<file path="config.mk">
export PLATFORM = sky130hd
export DESIGN_NAME = portc_edge_change_detector
export DESIGN_NICKNAME = d
export VERILOG_FILES = /design/src/verilog/portc_change_pkg.sv /design/src/verilog/portc_edge_change_detector.sv
export VERILOG_INCLUDE_DIRS = /design/src /design/src/verilog
export SDC_FILE = /design/constraint.sdc
export NUM_CORES = 1
export LEC_CHECK = 0
export ABC_AREA = 0
export BUFFER_PORTS_ARGS = -buffer_cell sky130_fd_sc_hd__buf_2
export CAP_MARGIN = 20
export CORE_MARGIN = 5
export CORE_UTILIZATION = 40
export DETAILED_ROUTE_END_ITERATION = 12
export PLACE_DENSITY = 0.76
export SYNTH_ARGS = -nofsm -noshare
export SYNTH_HDL_FRONTEND = slang
export SYNTH_SLANG_ARGS = --single-unit
export TNS_END_PERCENT = 10
</file>
<file path="constraint.sdc">
create_clock -name clk -period 4.4 [get_ports clk]
set_clock_uncertainty 0.2 [all_clocks]
set_input_delay 0.88 -clock clk [delete_from_list [all_inputs] [get_ports clk]]
set_output_delay 0.88 -clock clk [all_outputs]
set_load 0.005 [all_outputs]
</file>
<file path="src/verilog/portc_change_regs.svh">
// Register offsets, reset values and widths for the port change detector
`ifndef PORTC_CHANGE_REGS_SVH
`define PORTC_CHANGE_REGS_SVH
`define RISE_ENABLE_OFFSET  12'h000
`define FALL_ENABLE_OFFSET  12'h004
`define CHANGE_FLAG_OFFSET  12'h008
`define IRQ_STATUS_OFFSET   12'h00C
`define IRQ_MASK_OFFSET     12'h010
`define PORT_RESET_VALUE    8'h00
`define IRQ_RESET_VALUE     1'b0
`define ADDR_WIDTH          12
`define REG_WIDTH           8
`define WORD_ZERO           32'h0000_0000
`endif

</file>
<file path="src/verilog/portc_change_pkg.sv">
// Types for the port change detector
package portc_change_pkg;
   typedef enum logic [4:0]
   {
      SEL_RISE  = 5'b0_0001,
      SEL_FALL  = 5'b0_0010,
      SEL_FLAG  = 5'b0_0100,
      SEL_STAT  = 5'b0_1000,
      SEL_MASK  = 5'b1_0000
   } reg_sel_t;
endpackage

</file>
<file path="src/verilog/portc_edge_change_detector.sv">
// Per-pin edge change detector for an 8-bit port with an APB register slave
//
// Contract
// A pin with its rising enable set raises a change event on a low-to-high transition.
// A pin with its falling enable set raises a change event on a high-to-low transition.
// An enabled edge sets that pin's change flag and the shared change-interrupt summary.
// A rising edge counts only with the rising enable, a falling edge only with the falling enable.
// With both enables zero a pin never sets its change flag.
// Software clears a change flag by writing zero to it; zero means no change or cleared.
// All enable and flag bits reset to zero on every reset.
// The summary is set while any change flag is set, and pins are sampled on the clock.
//
// Our own choices: the register addresses and the APB register port.
`timescale 1ns/1ps
`include "portc_change_regs.svh"

module portc_edge_change_detector
   import portc_change_pkg::*;
#(
   parameter int PINS = 8
)
(
   input  wire logic             clk,
   input  wire logic             rst,
   input  wire logic [PINS-1:0]  portc_pin,
   input  wire logic             psel,
   input  wire logic             penable,
   input  wire logic             pwrite,
   input  wire logic [11:0]      paddr,
   input  wire logic [31:0]      pwdata,
   input  wire logic [3:0]       pstrb,
   output logic      [31:0]      prdata,
   output logic                  pready,
   output logic                  pslverr,
   output logic                  change_interrupt_summary,
   output logic                  irq
);

   logic [PINS-1:0]  portc_rise_enable;
   logic [PINS-1:0]  portc_fall_enable;
   logic [PINS-1:0]  portc_change_flag;
   logic [PINS-1:0]  pin_prev;
   logic             irq_status;
   logic             irq_mask;
   logic [31:0]      read_data;
   logic [PINS-1:0]  next_rise_enable;
   logic [PINS-1:0]  next_fall_enable;
   logic [PINS-1:0]  next_change_flag;
   logic [PINS-1:0]  next_pin_prev;
   logic             next_irq_status;
   logic             next_irq_mask;
   logic [31:0]      next_read_data;
   logic [PINS-1:0]  edge_event;
   logic             access;
   logic             wr;
   logic             mapped;
   logic [5:0]       decoded;
   reg_sel_t         sel;

   // Decode a byte address to a register select, mapped flag in bit 5
   function automatic logic [5:0] decode(input logic [11:0] addr);
      case (addr)
         `RISE_ENABLE_OFFSET: decode = {1'b1, SEL_RISE};
         `FALL_ENABLE_OFFSET: decode = {1'b1, SEL_FALL};
         `CHANGE_FLAG_OFFSET: decode = {1'b1, SEL_FLAG};
         `IRQ_STATUS_OFFSET:  decode = {1'b1, SEL_STAT};
         `IRQ_MASK_OFFSET:    decode = {1'b1, SEL_MASK};
         default:             decode = {1'b0, SEL_RISE};
      endcase
   endfunction

   assign access  = psel & penable;
   assign wr      = access & pwrite & pstrb[0];
   assign pready  = 1'b1;
   assign pslverr = access & ~mapped;
   assign prdata  = read_data;
   assign decoded = decode(paddr);
   assign mapped  = decoded[5];
   assign sel     = reg_sel_t'(decoded[4:0]);

   // Edge qualification; previous pin level registered each clock
   assign edge_event = (portc_rise_enable & portc_pin & ~pin_prev)
                     | (portc_fall_enable & ~portc_pin & pin_prev);

   assign change_interrupt_summary = |portc_change_flag;
   assign irq = irq_status & irq_mask;

   // Enable registers: plain read-write words
   always_comb
   begin
      next_rise_enable = portc_rise_enable;
      next_fall_enable = portc_fall_enable;
      if (wr && mapped && sel == SEL_RISE)
      begin
         next_rise_enable = pwdata[PINS-1:0];
      end
      if (wr && mapped && sel == SEL_FALL)
      begin
         next_fall_enable = pwdata[PINS-1:0];
      end
   end

   always_ff @(posedge clk)
   begin
      if (rst)
      begin
         portc_rise_enable <= `PORT_RESET_VALUE;
         portc_fall_enable <= `PORT_RESET_VALUE;
      end
      else
      begin
         portc_rise_enable <= next_rise_enable;
         portc_fall_enable <= next_fall_enable;
      end
   end

   // Change flags, sticky status and mask
   // Status is one sticky bit shared by all pins
   always_comb
   begin
      next_change_flag = portc_change_flag;
      next_irq_status  = irq_status;
      next_irq_mask    = irq_mask;
      if (wr && mapped)
      begin
         case (sel)
            // Writing zero clears a flag; writing one leaves it as is
            SEL_FLAG: next_change_flag = portc_change_flag & pwdata[PINS-1:0];
            SEL_STAT: next_irq_status  = irq_status & ~pwdata[0];
            SEL_MASK: next_irq_mask    = pwdata[0];
            default:  next_irq_mask    = irq_mask;
         endcase
      end
      // Hardware set wins over a same-cycle clear
      next_change_flag = next_change_flag | edge_event;
      if (|edge_event)
      begin
         next_irq_status = 1'b1;
      end
   end

   always_ff @(posedge clk)
   begin
      if (rst)
      begin
         portc_change_flag <= `PORT_RESET_VALUE;
         irq_status        <= `IRQ_RESET_VALUE;
         irq_mask          <= `IRQ_RESET_VALUE;
      end
      else
      begin
         portc_change_flag <= next_change_flag;
         irq_status        <= next_irq_status;
         irq_mask          <= next_irq_mask;
      end
   end

   // Read data is registered, so it shows one cycle after the access edge
   always_comb
   begin
      next_read_data = read_data;
      if (access && !pwrite && mapped)
      begin
         case (sel)
            SEL_RISE: next_read_data = {24'h00_0000, portc_rise_enable};
            SEL_FALL: next_read_data = {24'h00_0000, portc_fall_enable};
            SEL_FLAG: next_read_data = {24'h00_0000, portc_change_flag};
            SEL_STAT: next_read_data = {31'h0000_0000, irq_status};
            SEL_MASK: next_read_data = {31'h0000_0000, irq_mask};
            default:  next_read_data = `WORD_ZERO;
         endcase
      end
      else if (access)
      begin
         next_read_data = `WORD_ZERO;
      end
   end

   always_ff @(posedge clk)
   begin
      if (rst)
      begin
         read_data <= `WORD_ZERO;
      end
      else
      begin
         read_data <= next_read_data;
      end
   end

   // Pin history for edge detection
   // It resets low, the idle pin level, so reset gives no false edge
   always_comb
   begin
      next_pin_prev = portc_pin;
   end

   always_ff @(posedge clk)
   begin
      if (rst)
      begin
         pin_prev <= `PORT_RESET_VALUE;
      end
      else
      begin
         pin_prev <= next_pin_prev;
      end
   end

   // Checks on the detector
   rise_sets_flag_a: assert property (@(posedge clk) disable iff (rst)
      (portc_rise_enable[0] && portc_pin[0] && !pin_prev[0]) |=> portc_change_flag[0])
      else $error("rising edge did not set flag");

   fall_sets_flag_a: assert property (@(posedge clk) disable iff (rst)
      (portc_fall_enable[0] && !portc_pin[0] && pin_prev[0]) |=> portc_change_flag[0])
      else $error("falling edge did not set flag");

   summary_follows_a: assert property (@(posedge clk) disable iff (rst)
      $rose(portc_change_flag[0]) |-> change_interrupt_summary)
      else $error("summary missing with flag set");

   only_enabled_edge_a: assert property (@(posedge clk) disable iff (rst)
      (!portc_change_flag[0] && !(portc_rise_enable[0] && portc_pin[0] && !pin_prev[0])
       && !(portc_fall_enable[0] && !portc_pin[0] && pin_prev[0])) |=> !portc_change_flag[0])
      else $error("flag set without enabled edge");

   disabled_pin_quiet_a: assert property (@(posedge clk) disable iff (rst)
      (!portc_rise_enable[0] && !portc_fall_enable[0] && !portc_change_flag[0])
      |=> !portc_change_flag[0])
      else $error("disabled pin set its flag");

   zero_write_clears_a: assert property (@(posedge clk) disable iff (rst)
      (wr && sel == SEL_FLAG && mapped && !pwdata[0] && !edge_event[0]) |=> !portc_change_flag[0])
      else $error("zero write did not clear flag");

   reset_clears_a: assert property (@(posedge clk)
      rst |=> (portc_rise_enable == 8'h00 && portc_fall_enable == 8'h00
               && portc_change_flag == 8'h00))
      else $error("reset left bits set");

   summary_empty_a: assert property (@(posedge clk) disable iff (rst)
      (portc_change_flag == 8'h00) |-> !change_interrupt_summary)
      else $error("summary set with no flags");

   irq_status_a: assert property (@(posedge clk) disable iff (rst)
      (|edge_event) |=> irq_status)
      else $error("event did not set status");

   // Every pin, not only pin 0
   for (genvar i = 0; i < PINS; i++)
   begin : pin_check
      pin_rise_a: assert property (@(posedge clk) disable iff (rst)
         (portc_rise_enable[i] && portc_pin[i] && !pin_prev[i]) |=> portc_change_flag[i])
         else $error("rising edge missed on a pin");

      pin_fall_a: assert property (@(posedge clk) disable iff (rst)
         (portc_fall_enable[i] && !portc_pin[i] && pin_prev[i]) |=> portc_change_flag[i])
         else $error("falling edge missed on a pin");

      pin_no_stray_a: assert property (@(posedge clk) disable iff (rst)
         $rose(portc_change_flag[i])
         |-> $past((portc_rise_enable[i] && portc_pin[i] && !pin_prev[i])
                   || (portc_fall_enable[i] && !portc_pin[i] && pin_prev[i])))
         else $error("flag rose without an enabled edge");

      pin_quiet_a: assert property (@(posedge clk) disable iff (rst)
         (!portc_rise_enable[i] && !portc_fall_enable[i] && !portc_change_flag[i])
         |=> !portc_change_flag[i])
         else $error("disabled pin set its flag");

      pin_clear_a: assert property (@(posedge clk) disable iff (rst)
         (wr && mapped && sel == SEL_FLAG && !pwdata[i] && !edge_event[i])
         |=> !portc_change_flag[i])
         else $error("zero write left a flag set");

      pin_sticky_a: assert property (@(posedge clk) disable iff (rst)
         (portc_change_flag[i] && !(wr && mapped && sel == SEL_FLAG && !pwdata[i]))
         |=> portc_change_flag[i])
         else $error("flag dropped without a clear");
   end

   pin_sample_a: assert property (@(posedge clk) disable iff (rst)
      1'b1 |=> pin_prev == $past(portc_pin))
      else $error("pin not sampled on the clock");

   rise_write_a: assert property (@(posedge clk) disable iff (rst)
      (wr && mapped && sel == SEL_RISE) |=> portc_rise_enable == $past(pwdata[PINS-1:0]))
      else $error("rise enable write lost");

   fall_write_a: assert property (@(posedge clk) disable iff (rst)
      (wr && mapped && sel == SEL_FALL) |=> portc_fall_enable == $past(pwdata[PINS-1:0]))
      else $error("fall enable write lost");

   mask_write_a: assert property (@(posedge clk) disable iff (rst)
      (wr && mapped && sel == SEL_MASK) |=> irq_mask == $past(pwdata[0]))
      else $error("mask write lost");

   status_clear_a: assert property (@(posedge clk) disable iff (rst)
      (wr && mapped && sel == SEL_STAT && pwdata[0] && !(|edge_event)) |=> !irq_status)
      else $error("status clear lost");

   read_flag_a: assert property (@(posedge clk) disable iff (rst)
      (access && !pwrite && mapped && sel == SEL_FLAG)
      |=> prdata[PINS-1:0] == $past(portc_change_flag))
      else $error("flag read returned wrong data");

   read_rise_a: assert property (@(posedge clk) disable iff (rst)
      (access && !pwrite && mapped && sel == SEL_RISE)
      |=> prdata[PINS-1:0] == $past(portc_rise_enable))
      else $error("rise enable read returned wrong data");

   read_fall_a: assert property (@(posedge clk) disable iff (rst)
      (access && !pwrite && mapped && sel == SEL_FALL)
      |=> prdata[PINS-1:0] == $past(portc_fall_enable))
      else $error("fall enable read returned wrong data");

   read_upper_a: assert property (@(posedge clk) disable iff (rst)
      (access && !pwrite) |=> prdata[31:PINS] == '0)
      else $error("upper read bits not zero");

   unmapped_read_a: assert property (@(posedge clk) disable iff (rst)
      (access && !pwrite && !mapped) |=> prdata == `WORD_ZERO)
      else $error("unmapped read returned data");

   status_sticky_a: assert property (@(posedge clk) disable iff (rst)
      (irq_status && !(wr && mapped && sel == SEL_STAT && pwdata[0])) |=> irq_status)
      else $error("status dropped without a clear");

   irq_masked_a: assert property (@(posedge clk) disable iff (rst)
      irq |-> (irq_mask && irq_status))
      else $error("irq raised while masked");

   summary_any_a: assert property (@(posedge clk) disable iff (rst)
      (|portc_change_flag) |-> change_interrupt_summary)
      else $error("flag set without summary");

   reset_outputs_a: assert property (@(posedge clk)
      rst |=> (!irq && !change_interrupt_summary && prdata == `WORD_ZERO))
      else $error("outputs not cleared by reset");

   rise_event_c: cover property (@(posedge clk) disable iff (rst) |(edge_event & portc_pin));
   fall_event_c: cover property (@(posedge clk) disable iff (rst) |(edge_event & ~portc_pin));
   clear_flag_c: cover property (@(posedge clk) disable iff (rst)
      $fell(change_interrupt_summary));
   irq_raised_c: cover property (@(posedge clk) disable iff (rst) $rose(irq));
   set_wins_c: cover property (@(posedge clk) disable iff (rst)
      (wr && mapped && sel == SEL_FLAG && (|edge_event)));

endmodule

</file>
==> results.toml <==
[cts]
post_cts_resized = 0
clock_latency_ns = 0.30
cts_buffers = 5
clockBufferDepth = 2
path_clk_slew_ns = 0.09
cts-htree-levels = 2
cts-root-buf = "clkbuf_8"
clock-sinks = 42
cts_hold_buf = 0
tritoncts = "done"
cts_setup_buffers = 0

[yosys]
synth_edf_count = 0
synth_warnings = 0
synthFlopType = "dfxtp_1"
ys_types = 38
ys_seq_area_share_pct = 37.75
synth_area_leaders = "dfxtp_1, buf_4, o21ai_0"
async_reset_ff_share_pct = 0
yosys.area.top_type = "dfxtp_1"
ys_ff_latch = 42
mappedNetlistArea_sq_um = 2227
synth_top_area_share_pct = 37.75
synth_cells = 257
syn_avg_cell_area_sq_um = 8.666

[power]
total_power_uw = 711.4
ir_drop_v = 0.0001236
p_sw_uw = 190.5
power_frac_seq_pct = 54.2
powerDensity_nw_per_um2 = 289.3
intPower_uw = 520.8
leakage_uw = 0.0009668
swShare_pct = 26.79
combPwrFrac_pct = 9.1
clockPowerShare_pct = 36.8

[drt]
finalWirelength_um = 5559
via_count = 1973
firstDrtPassIters = 4
wl_per_cell_um = 15.19
dr.first_iter.drc_count = 201
post-route-drc-count = 0
viasPerCell = 5.391
detail-route-antenna-nets = 0

[worst_setup_path]
critPathCaptureType = "output port"
startpoint = "paddr[7]"
reg2reg_from = "pin_prev[5]$_SDFF_PP0_"
critPathBufInv = 3
cp_slowest_cell = "nor4_4"
crit_chain = "buf_2, nor4_4, and3_1, buf_4, a21oi_1, buf_2"
worst_path_largest_cell_delay_ns = 0.34
critPathMaxFanout = 28
r2r-end = "irq_status$_SDFFE_PP0P_"
cp.depth = 6
rrSetupSlack_ns = 3.07
reg2reg_depth = 4
endpoint = "pslverr"
path_common_cell = "buf_2"
critPathTopFamily = "buffers and inverters"
crit_arrival_ns = 2.10
cp-start-kind = "input port"
critPathRequiredTime_ns = 3.32
critical_path_class = "input port to output port"

[placed_design]
placed_area_sq_um = 2354
routabilityCongestion = 0.8046
port_buffers = 44
dpl.hpwl_um = 3898

[global_routing]
grt_pass1_vias = 1829
overflow = 0
antenna_found_initial = 0
grt_pass1_wl_um = 8866
grt_max_degree = 38
grt_usage_pct = 15.31

[layout]
post-route-util_pct = 44.92
final_layout_size_suffix_gt1_share_pct = 22.11
design_area_sq_um = 2459
layout.nets = 354
mostFrequentLayoutCells = "buf_2, dfxtp_1, o21ai_0, conb_1, nand2_1"
syn_to_final_growth_pct = 10.39
fillers = 560
final_common_cell = "buf_2"
antennaDiodeCount = 0

[timing]
period_share_pct = 72.36
max_slew_margin_pct = 54.05
fmax_mhz = 314.1
finalHoldViolations = 0
holdWs_ns = 0.2575
finalCriticalPeriod_ns = 3.184
fin_setup_tns_ns = 0
rsz0062_at_grt = "false"
worst_pin_slew_ns = 0.6893
slew_viol_final = 0
setup-violations-final = 0

[min_path]
hold_class = "flip-flop to flip-flop"

[die]
die_h_um = 84.62
core_area_sq_um = 5473
fp-row-count = 27
initial_utilization_pct = 40.70
die_area_sq_um = 7160
die_x_um = 84.62
io_pins = 97

[job]
drv_cap = 0

[run_status]
status = "finished clean"
-- routing by layer --
layer,global-route usage [%],wire [um],vias up
met1,20.36,2457,909
met2,23.49,2525,80
met3,4.907,511,6
li1,-,-,978
met5,0,0,-
met4,4.892,65,0
-- state kept, by name (all words and copies together) (netlist names) --
signal	count
portc_rise_enable	8
portc_change_flag	8
portc_fall_enable	8
irq_mask	1
irq_status	1
pin_prev	8
prdata	8
-- cell type report --
class	instances	area, sq um	area share [%]
clock inverters	3	25.02	1.018
well taps	72	90.09	3.664
clock buffers	5	68.82	2.799
multi-input cells	196	1180	47.99
repair buffers	48	254.0	10.33
flip-flops and latches	42	840.8	34.20
-- synthesized netlist by cell type, types with 2 or more instances --
master	count
o31ai_1	6
clkbuf_1	7
nor3_1	2
nor3b_1	2
nor2b_1	10
buf_2	3
a21oi_1	19
nand3b_1	16
o21ai_0	25
a22o_1	7
a22oi_1	7
nor2_1	4
nand3_1	4
conb_1	2
dfxtp_1	42
nor4_1	4
o31ai_2	3
and3_1	2
buf_6	4
a31oi_1	9
nand2b_1	2
buf_4	27
nand2_1	20
nand4_1	16
-- how the worst min path moves through the flow --
stage | from | endpoint | slack [ns] | cells past startpoint
global route | prdata[4]$_SDFFE_PP0P_ | prdata[4]$_SDFFE_PP0P_ | 0.29 | 2
CTS | prdata[1]$_SDFFE_PP0P_ | prdata[1]$_SDFFE_PP0P_ | 0.26 | 2
floorplan | irq_mask$_SDFFE_PP0P_ | irq_mask$_SDFFE_PP0P_ | 0.24 | 2
detailed placement | prdata[1]$_SDFFE_PP0P_ | prdata[1]$_SDFFE_PP0P_ | 0.24 | 2
global placement | prdata[3]$_SDFFE_PP0P_ | prdata[3]$_SDFFE_PP0P_ | 0.23 | 2
finish | prdata[1]$_SDFFE_PP0P_ | prdata[1]$_SDFFE_PP0P_ | 0.26 | 2
-- logic make-up (layout without fill, tap and decap cells) --
group,after synthesis,in the layout,share of synthesized area (%)
compound gates,79,79,22.42
simple gates,90,90,25.51
xor+xnor,1,1,0.3933
other cells,2,25,0.3372
mux,1,1,0.4495
flops,42,42,37.75
buf+inv,42,56,13.15
-- power groups by stage --
stage	combinational (uW)	clock [uW]	sequential (uW)
after floorplan	51.3	0	394
after global placement	62.5	0	394
after detailed placement	63.4	0	394
after CTS	63.5	268	385
after global routing	71.3	282	386
final	64.6	261	385
-- metrics by stage --
step           setup WS [ns]  cells
5_1_grt                1.150    366
2_1_floorplan          1.617    280
3_5_place_dp           1.235    357
6_report               1.216    366
4_1_cts                1.235    365
3_3_place_gp           1.255    357
-- worst register-to-register path: stages (launching register included) --
cell and delay [ns]:
dfxtp_1 0.33, nand3b_1 0.14, nand2_1 0.07, nor4_1 0.33, a31oi_1 0.13
Note: power is estimated with default switching activity, not from simulation.
